==> src/verilog/tls_params.svh <==
// Constants of the torque limit selector: register indices, fields, resets, timing
`ifndef TLS_PARAMS_SVH
`define TLS_PARAMS_SVH

// Register indices on the plain register port
`define TLS_ADDR_SRC_SEL    4'h0
`define TLS_ADDR_CFG        4'h1
`define TLS_ADDR_GAIN       4'h2
`define TLS_ADDR_INT_FWD    4'h3
`define TLS_ADDR_INT_REV    4'h4
`define TLS_ADDR_EXT_FWD    4'h5
`define TLS_ADDR_EXT_REV    4'h6
`define TLS_ADDR_LIN_FWD    4'h7
`define TLS_ADDR_LIN_REV    4'h8
`define TLS_ADDR_FILT_TC    4'h9
`define TLS_ADDR_PIN_ALLOC  4'ha
`define TLS_ADDR_APPLY      4'hb
`define TLS_ADDR_STATUS     4'hc
`define TLS_ADDR_ACTIVE     4'hd
`define TLS_ADDR_ANALOG     4'he

// Field positions
`define TLS_CFG_LINEAR_BIT  0
`define TLS_CFG_TQMODE_BIT  1
`define TLS_ALLOC_FWD_LSB   4
`define TLS_ALLOC_REV_LSB   8

// Reset values and ranges
`define TLS_PCT_MAX         10'h320
`define TLS_INT_LIMIT_RST   10'h320
`define TLS_EXT_LIMIT_RST   10'h064
`define TLS_LIN_LIMIT_RST   10'h01e
`define TLS_GAIN_RST        7'h1e
`define TLS_GAIN_MIN        7'h0a
`define TLS_GAIN_MAX        7'h64
`define TLS_TC_RST          16'h0000
`define TLS_PIN_ALLOC_RST   16'h0540
`define TLS_PIN_COUNT       8

// Filter time unit 0.01 ms, clock period 100 ns
`define TLS_TC_UNIT_NS      10000
`define TLS_CLK_PERIOD_NS   100
`define TLS_TICK_CYCLES     (`TLS_TC_UNIT_NS / `TLS_CLK_PERIOD_NS)

`endif

==> src/verilog/tls_pkg.sv <==
// Types shared by the torque limit selector files
package tls_pkg;

  // Torque in percent of rated torque, 0..800
  typedef logic [9:0] tls_pct_t;

  // Limit source selection
  typedef enum logic [1:0] {
    TLS_SRC_INTERNAL   = 2'b00,
    TLS_SRC_ANALOG     = 2'b01,
    TLS_SRC_RESERVED   = 2'b10,
    TLS_SRC_ANALOG_EXT = 2'b11
  } tls_src_t;

  // Forward and reverse limit pair
  typedef struct packed {
    tls_pct_t rev;
    tls_pct_t fwd;
  } tls_limit_pair_t;

endpackage : tls_pkg

==> src/verilog/tls_torque_limit_selector.sv <==
// Torque limit selector: picks active forward and reverse torque limits
//
// Function
// - Analog-only mode: each limit is the smaller of analog command and internal limit.
// - Linear motor takes internal limits from the linear-motor settings.
// - Source value 1 selects the analog command as limit, effective after a setup restart (apply write).
// - Source value 3 uses analog limit only while an external-limit input is on.
// - Rotary, combined, forward input on: minimum of analog, internal and external forward.
// - Rotary, forward input off: internal forward limit only.
// - Rotary, combined, reverse input on: minimum of analog, internal and external reverse.
// - Rotary, reverse input off: internal reverse limit only.
// - Linear, forward input on: minimum of analog, linear forward and external forward.
// - Linear, forward input off: linear internal forward limit only.
// - Linear, reverse input on: minimum of analog, linear reverse and external reverse.
// - Linear, reverse input off: linear internal reverse limit only.
// - No analog limiting in torque control mode; the input carries the command.
// - Command input gain 10 to 100, default 30, units of 0.1 V.
// - Internal limits 0 to 800 percent, default 800; linear-motor internal limits default 30.
// - Analog command low-pass filter, time constant 0 to 65535 times 0.01 ms.
// - External-limit inputs can be moved to other pins by allocation fields.
// - Limit-detected output asserts whenever torque is being limited.
// - External limits 0 to 800 percent, default 100.
`timescale 1ns/100ps
`include "tls_params.svh"

module tls_torque_limit_selector (
  // Clock and reset
  input  wire logic                        mclk,
  input  wire logic                        rst,
  // Register port
  input  wire logic [3:0]                  reg_addr,
  input  wire logic [31:0]                 reg_wdata,
  input  wire logic                        reg_wr,
  input  wire logic                        reg_rd,
  output logic      [31:0]                 reg_rdata,
  // Digital input pins, external-limit inputs among them
  input  wire logic [`TLS_PIN_COUNT-1:0]   input_pins,
  // Analog command from the converter, millivolts, mclk domain
  input  wire logic signed [15:0]          analog_cmd,
  // Present motor torque and its direction
  input  wire tls_pkg::tls_pct_t           torque_fb_pct,
  input  wire logic                        torque_fb_rev,
  // Results
  output tls_pkg::tls_limit_pair_t         active_limits,
  output logic                             limit_detected_output
);
  import tls_pkg::*;

  tls_src_t                   src_pend;
  tls_src_t                   src_act;
  logic                       cfg_linear;
  logic                       cfg_tq;
  logic [6:0]                 gain;
  tls_pct_t                   int_fwd;
  tls_pct_t                   int_rev;
  tls_pct_t                   ext_fwd;
  tls_pct_t                   ext_rev;
  tls_pct_t                   lin_fwd;
  tls_pct_t                   lin_rev;
  logic [15:0]                filt_tc;
  logic [15:0]                pin_alloc;
  logic [`TLS_PIN_COUNT-1:0]  pins_s;
  logic signed [15:0]         analog_q;
  logic signed [15:0]         filtered;
  logic [15:0]                abs_mv;
  logic [15:0]                quot;
  tls_pct_t                   ana_pct;
  logic                       ana_ok;
  logic                       fwd_on;
  logic                       rev_on;
  tls_pct_t                   sel_fwd;
  tls_pct_t                   sel_rev;
  tls_limit_pair_t            next_limits;
  logic                       next_detected;
  logic [3:0]                 fwd_pin;
  logic [3:0]                 rev_pin;

  // Saturate a written limit to the 800 percent ceiling
  function automatic tls_pct_t tls_sat(input logic [31:0] v);
    tls_sat = (v > 32'(`TLS_PCT_MAX)) ? `TLS_PCT_MAX : v[9:0];
  endfunction : tls_sat

  function automatic tls_pct_t tls_min(input tls_pct_t a, input tls_pct_t b);
    tls_min = (a < b) ? a : b;
  endfunction : tls_min

  // Limit of one direction from source, its input and the three candidates
  function automatic tls_pct_t tls_pick(input tls_src_t src, input logic on,
                                        input logic ok, input tls_pct_t lim_int,
                                        input tls_pct_t lim_ext, input tls_pct_t ana);
    tls_pct_t with_ext;
    with_ext = tls_min(lim_int, lim_ext);
    tls_pick = lim_int;
    unique case (src)
      TLS_SRC_INTERNAL: begin
        if (on) tls_pick = with_ext;
      end
      TLS_SRC_ANALOG: begin
        if (ok) tls_pick = tls_min(lim_int, ana);
      end
      TLS_SRC_RESERVED: begin
        tls_pick = lim_int;
      end
      TLS_SRC_ANALOG_EXT: begin
        if (on && ok) tls_pick = tls_min(with_ext, ana);
        else if (on)  tls_pick = with_ext;
      end
    endcase
  endfunction : tls_pick

  // Parameter writes; limits act at once, with range clamping
  always_ff @(posedge mclk) begin
    if (rst) begin
      src_pend   <= TLS_SRC_INTERNAL;
      cfg_linear <= 1'b0;
      cfg_tq     <= 1'b0;
      gain       <= `TLS_GAIN_RST;
      int_fwd    <= `TLS_INT_LIMIT_RST;
      int_rev    <= `TLS_INT_LIMIT_RST;
      ext_fwd    <= `TLS_EXT_LIMIT_RST;
      ext_rev    <= `TLS_EXT_LIMIT_RST;
      lin_fwd    <= `TLS_LIN_LIMIT_RST;
      lin_rev    <= `TLS_LIN_LIMIT_RST;
      filt_tc    <= `TLS_TC_RST;
      pin_alloc  <= `TLS_PIN_ALLOC_RST;
    end else if (reg_wr) begin
      unique case (reg_addr)
        `TLS_ADDR_SRC_SEL: src_pend <= tls_src_t'(reg_wdata[1:0]);
        `TLS_ADDR_CFG: begin
          cfg_linear <= reg_wdata[`TLS_CFG_LINEAR_BIT];
          cfg_tq     <= reg_wdata[`TLS_CFG_TQMODE_BIT];
        end
        `TLS_ADDR_GAIN: begin
          if (reg_wdata < 32'(`TLS_GAIN_MIN))      gain <= `TLS_GAIN_MIN;
          else if (reg_wdata > 32'(`TLS_GAIN_MAX)) gain <= `TLS_GAIN_MAX;
          else                                     gain <= reg_wdata[6:0];
        end
        `TLS_ADDR_INT_FWD:   int_fwd   <= tls_sat(reg_wdata);
        `TLS_ADDR_INT_REV:   int_rev   <= tls_sat(reg_wdata);
        `TLS_ADDR_EXT_FWD:   ext_fwd   <= tls_sat(reg_wdata);
        `TLS_ADDR_EXT_REV:   ext_rev   <= tls_sat(reg_wdata);
        `TLS_ADDR_LIN_FWD:   lin_fwd   <= tls_sat(reg_wdata);
        `TLS_ADDR_LIN_REV:   lin_rev   <= tls_sat(reg_wdata);
        `TLS_ADDR_FILT_TC:   filt_tc   <= reg_wdata[15:0];
        `TLS_ADDR_PIN_ALLOC: pin_alloc <= reg_wdata[15:0];
        default: ;
      endcase
    end
  end

  // Source select only moves at a setup restart, never mid-run
  always_ff @(posedge mclk) begin
    if (rst)                                          src_act <= TLS_SRC_INTERNAL;
    else if (reg_wr && reg_addr == `TLS_ADDR_APPLY)   src_act <= src_pend;
  end

  // External-limit inputs from their allocated pins; codes 8..15 mean never on
  tls_pin_sync u_pin_sync (
    .mclk   (mclk),
    .rst    (rst),
    .pins   (input_pins),
    .pins_s (pins_s)
  );
  assign fwd_pin = pin_alloc[`TLS_ALLOC_FWD_LSB +: 4];
  assign rev_pin = pin_alloc[`TLS_ALLOC_REV_LSB +: 4];
  assign fwd_on  = ~fwd_pin[3] & pins_s[fwd_pin[2:0]];
  assign rev_on  = ~rev_pin[3] & pins_s[rev_pin[2:0]];

  // Converter word registered once before filtering
  always_ff @(posedge mclk) begin
    if (rst) analog_q <= 16'sh0000;
    else     analog_q <= analog_cmd;
  end

  tls_cmd_filter u_cmd_filter (
    .mclk     (mclk),
    .rst      (rst),
    .raw      (analog_q),
    .tc       (filt_tc),
    .filtered (filtered)
  );

  // Gain times 0.1 V gives rated torque: percent = millivolts / gain
  always_comb begin
    abs_mv  = filtered[15] ? 16'(-filtered) : 16'(filtered);
    quot    = abs_mv / {9'h000, gain};
    ana_pct = (quot > 16'(`TLS_PCT_MAX)) ? `TLS_PCT_MAX : quot[9:0];
  end

  // Torque mode owns the analog input, so it cannot limit there
  assign ana_ok = ~cfg_tq;

  // Linear motor swaps in its own internal limits
  assign sel_fwd = cfg_linear ? lin_fwd : int_fwd;
  assign sel_rev = cfg_linear ? lin_rev : int_rev;

  // Per-direction selection
  always_comb begin
    next_limits.fwd = tls_pick(src_act, fwd_on, ana_ok, sel_fwd, ext_fwd, ana_pct);
    next_limits.rev = tls_pick(src_act, rev_on, ana_ok, sel_rev, ext_rev, ana_pct);
  end

  always_ff @(posedge mclk) begin
    if (rst) begin
      active_limits.fwd <= `TLS_INT_LIMIT_RST;
      active_limits.rev <= `TLS_INT_LIMIT_RST;
    end else begin
      active_limits <= next_limits;
    end
  end

  // Torque at or past the limit of its direction counts as limited
  assign next_detected = torque_fb_rev ? (torque_fb_pct >= active_limits.rev)
                                       : (torque_fb_pct >= active_limits.fwd);
  always_ff @(posedge mclk) begin
    if (rst) limit_detected_output <= 1'b0;
    else     limit_detected_output <= next_detected;
  end

  // Read data stand only in the cycle after the strobe; unmapped reads zero
  always_ff @(posedge mclk) begin
    if (rst || !reg_rd) begin
      reg_rdata <= 32'h0000_0000;
    end else begin
      unique case (reg_addr)
        `TLS_ADDR_SRC_SEL:   reg_rdata <= {30'h0, src_pend};
        `TLS_ADDR_CFG:       reg_rdata <= {30'h0, cfg_tq, cfg_linear};
        `TLS_ADDR_GAIN:      reg_rdata <= {25'h0, gain};
        `TLS_ADDR_INT_FWD:   reg_rdata <= {22'h0, int_fwd};
        `TLS_ADDR_INT_REV:   reg_rdata <= {22'h0, int_rev};
        `TLS_ADDR_EXT_FWD:   reg_rdata <= {22'h0, ext_fwd};
        `TLS_ADDR_EXT_REV:   reg_rdata <= {22'h0, ext_rev};
        `TLS_ADDR_LIN_FWD:   reg_rdata <= {22'h0, lin_fwd};
        `TLS_ADDR_LIN_REV:   reg_rdata <= {22'h0, lin_rev};
        `TLS_ADDR_FILT_TC:   reg_rdata <= {16'h0, filt_tc};
        `TLS_ADDR_PIN_ALLOC: reg_rdata <= {16'h0, pin_alloc};
        `TLS_ADDR_STATUS:    reg_rdata <= {27'h0, limit_detected_output, rev_on,
                                           fwd_on, src_act};
        `TLS_ADDR_ACTIVE:    reg_rdata <= {12'h0, active_limits.rev, active_limits.fwd};
        `TLS_ADDR_ANALOG:    reg_rdata <= {22'h0, ana_pct};
        default:             reg_rdata <= 32'h0000_0000;
      endcase
    end
  end
endmodule : tls_torque_limit_selector

==> src/verilog/tls_pin_sync.sv <==
// Two-stage synchroniser for the digital input pins
`timescale 1ns/100ps
`include "tls_params.svh"

module tls_pin_sync (
  // Clock and reset
  input  wire logic                        mclk,
  input  wire logic                        rst,
  // Pins and synchronised copy
  input  wire logic [`TLS_PIN_COUNT-1:0]   pins,
  output logic      [`TLS_PIN_COUNT-1:0]   pins_s
);
  logic [`TLS_PIN_COUNT-1:0] meta;

  // One chain per pin; first stage feeds only the second
  for (genvar i = 0; i < `TLS_PIN_COUNT; i++) begin : g_sync
    always_ff @(posedge mclk) begin
      if (rst) begin
        meta[i]   <= 1'b0;
        pins_s[i] <= 1'b0;
      end else begin
        meta[i]   <= pins[i];
        pins_s[i] <= meta[i];
      end
    end
  end

endmodule : tls_pin_sync

==> src/verilog/tls_cmd_filter.sv <==
// First-order low-pass filter for the analog torque command
`timescale 1ns/100ps
`include "tls_params.svh"

module tls_cmd_filter (
  // Clock and reset
  input  wire logic               mclk,
  input  wire logic               rst,
  // Raw command and time constant in 0.01 ms
  input  wire logic signed [15:0] raw,
  input  wire logic        [15:0] tc,
  // Filtered command
  output logic signed      [15:0] filtered
);
  logic        [6:0]  tick_cnt;
  logic               tick;
  logic signed [17:0] diff;
  logic signed [17:0] step;
  logic signed [17:0] next_sum;

  // One step per time unit, so the tc figure is the time constant
  always_ff @(posedge mclk) begin
    if (rst || tick) tick_cnt <= 7'h00;
    else             tick_cnt <= tick_cnt + 7'h01;
  end
  assign tick = (tick_cnt == 7'(`TLS_TICK_CYCLES - 1));

  // Truncating divide leaves an error below tc counts; fine for a limit
  always_comb begin
    diff     = {{2{raw[15]}}, raw} - {{2{filtered[15]}}, filtered};
    step     = diff / $signed({2'b00, tc});
    next_sum = {{2{filtered[15]}}, filtered} + step;
  end

  // Zero time constant passes the command straight through
  always_ff @(posedge mclk) begin
    if (rst)                  filtered <= 16'sh0000;
    else if (tc == 16'h0000)  filtered <= raw;
    else if (tick)            filtered <= next_sum[15:0];
  end

endmodule : tls_cmd_filter

==> config.mk <==
export PLATFORM = sky130hd
export DESIGN_NAME = tls_torque_limit_selector
export DESIGN_NICKNAME = d
export VERILOG_FILES = /design/src/verilog/tls_pkg.sv /design/src/verilog/tls_torque_limit_selector.sv /design/src/verilog/tls_pin_sync.sv /design/src/verilog/tls_cmd_filter.sv
export VERILOG_INCLUDE_DIRS = /design/src /design/src/verilog
export SDC_FILE = /design/constraint.sdc
export NUM_CORES = 1
export LEC_CHECK = 0
export BUFFER_PORTS_ARGS = -buffer_cell sky130_fd_sc_hd__buf_2
export CAP_MARGIN = 20
export CORE_MARGIN = 1.5
export CORE_UTILIZATION = 45
export DETAILED_ROUTE_END_ITERATION = 12
export PLACE_DENSITY = 0.73
export REMOVE_ABC_BUFFERS = 1
export SETUP_SLACK_MARGIN = 0.5
export SLEW_MARGIN = 20
export SYNTH_ARGS = -nofsm -noshare
export SYNTH_HDL_FRONTEND = slang
export SYNTH_SLANG_ARGS = --single-unit
==> constraint.sdc <==
create_clock -name mclk -period 73.8 [get_ports mclk]
set_input_delay 14.76 -clock mclk [delete_from_list [all_inputs] [get_ports mclk]]
set_output_delay 14.76 -clock mclk [all_outputs]
set_load 0.03 [all_outputs]
==> impl_metrics.env, run 1 <==
export IMPL_outcome="complete, no violations"
export IMPL_wire_per_inst_um=19.1
export IMPL_cts_hold_buf=0
export IMPL_synth_edf_count=0
export IMPL_min_path_type="reg -> reg"
export IMPL_setup_viol=0
export IMPL_cpPeakStageDelay_ps=790
export IMPL_ys_dominant_reg_cell="dfxtp_1"
export IMPL_tightest_slew_ps=1120
export IMPL_synth_warning_count=0
export IMPL_syn_area_per_cell_um2=7.46
export IMPL_grt_start_max_net_pins=72
export IMPL_synth_area_top_cells="ha_1, dfxtp_1, nor2_1"
export IMPL_synth_top_cell_area_share_pct=17.7
export IMPL_syn_inst=3535
export IMPL_tns_ps=0
export IMPL_synthDistinctLibCells=126
export IMPL_cpMostUsedCell="o21a_1"
export IMPL_drv_cap=0
export IMPL_post_route_period_util_pct=73.5
export IMPL_synth_top_family_by_area="compound AO/OA/AOI/OAI gates"
export IMPL_nets=4029
export IMPL_fin_crit_ps=54210
export IMPL_routabilityCongestion=0.964
export IMPL_arrival_ps=54650
export IMPL_routed_wl_mm=83.1
export IMPL_hpwl_mm=64.6
export IMPL_max_clock_freq_ghz=0.0184
export IMPL_cts_tree="built"
export IMPL_syn_area_mm2=0.0264
export IMPL_fp_dieH_um=245
export IMPL_cts_buffer_depth=3
export IMPL_dieArea_mm2=0.0601
export IMPL_drtPass1Iterations=8
export IMPL_ys_top_cells_by_count="ha_1, nor2_1, nand2_1"
export IMPL_finalInstanceArea_mm2=0.0285
export IMPL_synth_most_common_cell="ha_1"
export IMPL_drive_gt1_share_pct=10.5
export IMPL_drv_slew=0
export IMPL_slew_headroom_pct=25.0
export IMPL_synth_xor_area_share_pct=4.08
export IMPL_cts_resized=0
export IMPL_yosysSeqAreaShare_pct=15.2
export IMPL_via_per_inst=6.13
export IMPL_yosys_mux_area_fraction_pct=5.59
export IMPL_grt_antenna_before_repair=3
export IMPL_grt_pass1_vias=24700
export IMPL_place_area_mm2=0.0276
export IMPL_ys_ff_latch=201
export IMPL_initial_core_util_pct=45.6
export IMPL_rsz0062_at_grt="no"
export IMPL_cts_setup_buffers=0
export IMPL_core_mm2=0.0578
export IMPL_cp_start_kind="flop"
export IMPL_skew_ps=29.4
export IMPL_synth_compound_area_share_pct=28.6
export IMPL_num_vias=26700
export IMPL_critPathMaxFanout=28
export IMPL_async_flop_share_pct=0
export IMPL_io_buffers=115
export IMPL_ant_nets=0
export IMPL_htreeDepth=1
export IMPL_grt_first_pass_wirelength_mm=132
export IMPL_synth_top_cell_by_area="ha_1"
export IMPL_numClockSinks=201
export IMPL_cts_root_buffer="clkbuf_16"
export IMPL_end_kind="flop"
export IMPL_path_class="reg -> reg"
export IMPL_insertion_delay_ps=560
export IMPL_cp_required_ps=74240
export IMPL_drt_iter0_drc=2653
export IMPL_cp_slowest_cell="nor4_1"
export IMPL_io_pins=128
export IMPL_die_width_um=245
export IMPL_hold_viol=0
export IMPL_cts_made_buffers=24
export IMPL_synth_simple_gate_area_share_pct=23.8
export IMPL_gr_total_overflow=0
export IMPL_grt_total_usage_pct=27.0
export IMPL_areaGrowthSynthToFinish_pct=7.99
export IMPL_num_rows=88
export IMPL_clkTransAtPathRegs_ps=60
export IMPL_drc=0
export IMPL_synthAdderAreaFrac_pct=17.8
-- sequential cells by signal, indices dropped and copies added, names as in the netlist, 16 cells and up --
signal                 flops
filt_tc                   16
u_cmd_filter.filtered     16
pin_alloc                 16
analog_q                  16
reg_rdata                 20
active_limits             20
-- path summary, 6_finish.rpt --
| path | to | slack, ps | cells after the start | from |
|---|---|---|---|---|
| max | u_cmd_filter.filtered[15] | 19590 | 273 | u_cmd_filter.filtered[0] |
| max reg2reg | u_cmd_filter.filtered[15] | 19590 | 273 | u_cmd_filter.filtered[0] |
| min reg2reg | u_pin_sync.pins_s[7] | 440 | 1 | u_pin_sync.meta[7] |
| min | u_pin_sync.pins_s[7] | 440 | 1 | u_pin_sync.meta[7] |
-- logic make-up after synthesis --
family,count (synthesis)
compound gates,1089
xor+xnor,122
fa+ha+maj,375
buf+inv,323
flops,201
mux,130
other cells,1
simple gates,1294
-- worst max-delay path, delay by kind of cell, from the launching register on --
family / cells / cell delay [ps]
AOI/OAI and AO/OA: 182 / 36320
xor gates and xnor gates: 2 / 240
adders and majority gates: 21 / 6040
buffers and inverters: 6 / 1190
DFF: 1 / 380
muxes: 5 / 1460
and+or+nand+nor: 57 / 8420
-- placed cells by master (no fill, tap or decap), drive strengths merged, types with 153 or more instances in the layout --
cell type  count
a21oi        275
buf          153
dfxtp        201
ha           373
inv          176
nand2        295
nor2         370
nor3         180
o21a         173
o21ai        193
-- per-stage QoR --
| stage | hold slack (ps) | setup slack (ps) | std cells | util, % |
|---|---|---|---|---|
| 2_1_floorplan | 413 | 22510 | 3400 | - |
| 3_3_place_gp | 417 | 22190 | 4318 | 47.8 |
| 3_5_place_dp | 423 | 20410 | 4318 | 47.8 |
| 4_1_cts | 437 | 20180 | 4361 | 49.3 |
| 5_1_grt | 453 | 14290 | 4361 | 49.3 |
| 6_report | 440 | 19590 | 4362 | 49.3 |
-- layout make-up --
class | instances | area, um2
sequential | 201 | 4020
clock buffer | 34 | 708
timing repair buffer | 153 | 863
multi-input combinational | 3023 | 21100
tap | 765 | 957
antenna | 1 | 2.50
fill | 5691 | 29300
inverter | 176 | 661
clock inverter | 9 | 143
-- per-layer routing --
metal / global-route usage, % / part of all wire (%) / routed length (um)
met1: 37.1 / 45 / 37100
met2: 43.3 / 43 / 35900
met5: 0 / 0.045 / 37
met4: 8.10 / 3.2 / 2620
met3: 3.95 / 9.0 / 7500
Power of run 1 is left out: the tool's default activity adds up to more than one toggle a clock period on the data nets, which glitch-free logic cannot reach.
==> inputs of run 2 (changes only) <==
Settings changed: PLACE_DENSITY 0.73 to 0.75.
Clock period 73.8 ns to 46.7 ns, I/O delays scaled along.
==> impl_metrics.env, run 2 (synthesized netlist as in run 1, its figures left out) <==
export IMPL_cpPeakStageDelay_ps=340
export IMPL_drive_gt1_share_pct=19.7
export IMPL_hold_slack_ps=438
export IMPL_cts_tree="built"
export IMPL_slew_headroom_pct=29.0
export IMPL_path_class="reg -> reg"
export IMPL_drv_cap=0
export IMPL_fin_crit_ps=45600
export IMPL_routabilityCongestion=0.990
export IMPL_drt_iter0_drc=2772
export IMPL_tightest_slew_ps=1060
export IMPL_wire_per_inst_um=19.5
export IMPL_dieArea_mm2=0.0601
export IMPL_grt_first_pass_wirelength_mm=138
export IMPL_nets=4249
export IMPL_final_cell_mix="ha_1, nor2_1, nand2_1, buf_4, a21oi_1"
export IMPL_layout_commonest_cell="ha_1"
export IMPL_cts_made_buffers=23
export IMPL_drv_slew=0
export IMPL_cp_slowest_cell="or3_4"
export IMPL_antenna_cells=0
export IMPL_max_clock_freq_ghz=0.0219
export IMPL_io_pins=128
export IMPL_hpwl_mm=67.3
export IMPL_grt_start_max_net_pins=80
export IMPL_rsz0062_at_grt="yes"
export IMPL_numClockSinks=201
export IMPL_whs_path_depth=1
export IMPL_cts_hold_buf=0
export IMPL_routed_wl_mm=89.2
export IMPL_num_rows=88
export IMPL_drc=0
export IMPL_grt_total_usage_pct=28.0
export IMPL_die_width_um=245
export IMPL_clkTransAtPathRegs_ps=60
export IMPL_reg_top3="active_limits (20), reg_rdata (20)"
export IMPL_cp_required_ps=47140
export IMPL_grt_pass1_vias=25800
export IMPL_n_fill_cell=5452
export IMPL_multi_input_area_mm2=0.0219
export IMPL_io_buffers=115
export IMPL_drtPass1Iterations=6
export IMPL_end_kind="flop"
export IMPL_ant_nets=0
export IMPL_arrival_ps=46040
export IMPL_post_route_period_util_pct=97.6
export IMPL_min_path_type="reg -> reg"
export IMPL_core_mm2=0.0578
export IMPL_via_per_inst=6.15
export IMPL_cts_buffer_depth=3
export IMPL_initial_core_util_pct=45.6
export IMPL_insertion_delay_ps=540
export IMPL_reg2reg_slack_ps=1100
export IMPL_hold_viol=0
export IMPL_fp_dieH_um=245
export IMPL_grt_antenna_before_repair=2
export IMPL_htreeDepth=1
export IMPL_outcome="complete, no violations"
export IMPL_setup_viol=0
export IMPL_critPathMaxFanout=6
export IMPL_skew_ps=13.9
export IMPL_gr_total_overflow=0
export IMPL_rr_worst_depth=273
export IMPL_num_vias=28200
export IMPL_seq_area_mm2=0.00403
export IMPL_cp_start_kind="flop"
export IMPL_cts_root_buffer="clkbuf_16"
export IMPL_areaGrowthSynthToFinish_pct=17.1
export IMPL_cpMostUsedCell="o21a_1"
==> run 2: cell count changes in the layout (fill, tap and decap cells not counted), moves of 12 or more <==
cell and change:
o21ai_0 -37, ha_1 -13, buf_4 +219, a21oi_2 +35, ha_4 +13, a21oi_1 -36, o21ai_1 +14, nor2_1 -12
o21ai_2 +23
==> run 2: area by class of cell <==
class / instances / share of cell area [%]
Clock inverter: 15 / 0.648
Inverter: 176 / 2.15
Clock buffer: 27 / 1.98
Tap cell: 765 / 3.10
Multi-Input combinational cell: 3023 / 70.8
Timing Repair Buffer: 374 / 8.23
Sequential cell: 201 / 13.0
==> run 2: routing by layer <==
metal  wire length [um]  part of all wire, %  GRT usage, %  vias to the layer above
li1                   -                    -             -                    13600
met1              39600                   44          39.1                    13200
met2              39500                   44          45.2                     1239
met3               7450                  8.4          3.28                      201
met4               2630                  2.9          7.35                        2
met5                 13                0.015             0                        -
==> run 2: timing repair <==
action | CTS | global route
resized for setup | 43 | 177
buffers inserted | 6 | 74
setup endpoints to repair | 13 | 16
pin swaps | 4 | 137
==> run 2: metrics by stage <==
| stage | setup WS, ps | util, % | instance area, um2 | setup TNS [ps] | instances |
|---|---|---|---|---|---|
| 6_report | 1100 | 53.4 | 30900 | 0 | 4581 |
| 5_1_grt | -1220 | 53.4 | 30900 | -6750 | 4581 |
| 4_1_cts | 469 | 51.3 | 29600 | 0 | 4506 |
| 3_5_place_dp | -1240 | 49.6 | 28700 | -5630 | 4458 |
| 3_3_place_gp | 13.7 | 49.6 | 28700 | 0 | 4458 |
| 2_1_floorplan | -4590 | - | 25800 | -56050 | 3400 |
==> run 2: critical path, delay by kind of cell (launching register included) <==
| kind | cells | cell delay [ps] |
|---|---|---|
| mux | 5 | 1310 |
| xor+xnor | 2 | 250 |
| flops | 1 | 330 |
| fa+ha+maj | 20 | 5270 |
| simple gates | 59 | 6860 |
| compound gates | 184 | 31130 |
| buf+inv | 3 | 220 |
==> run 2: final timing paths <==
check / endpoint / start
worst min-delay path: u_pin_sync.pins_s[6] / u_pin_sync.meta[6]
worst max-delay path: u_cmd_filter.filtered[15] / u_cmd_filter.filtered[2]
worst max register to register: u_cmd_filter.filtered[15] / u_cmd_filter.filtered[2]
worst min register to register: u_pin_sync.pins_s[6] / u_pin_sync.meta[6]
Power of run 2 is left out for the same reason.
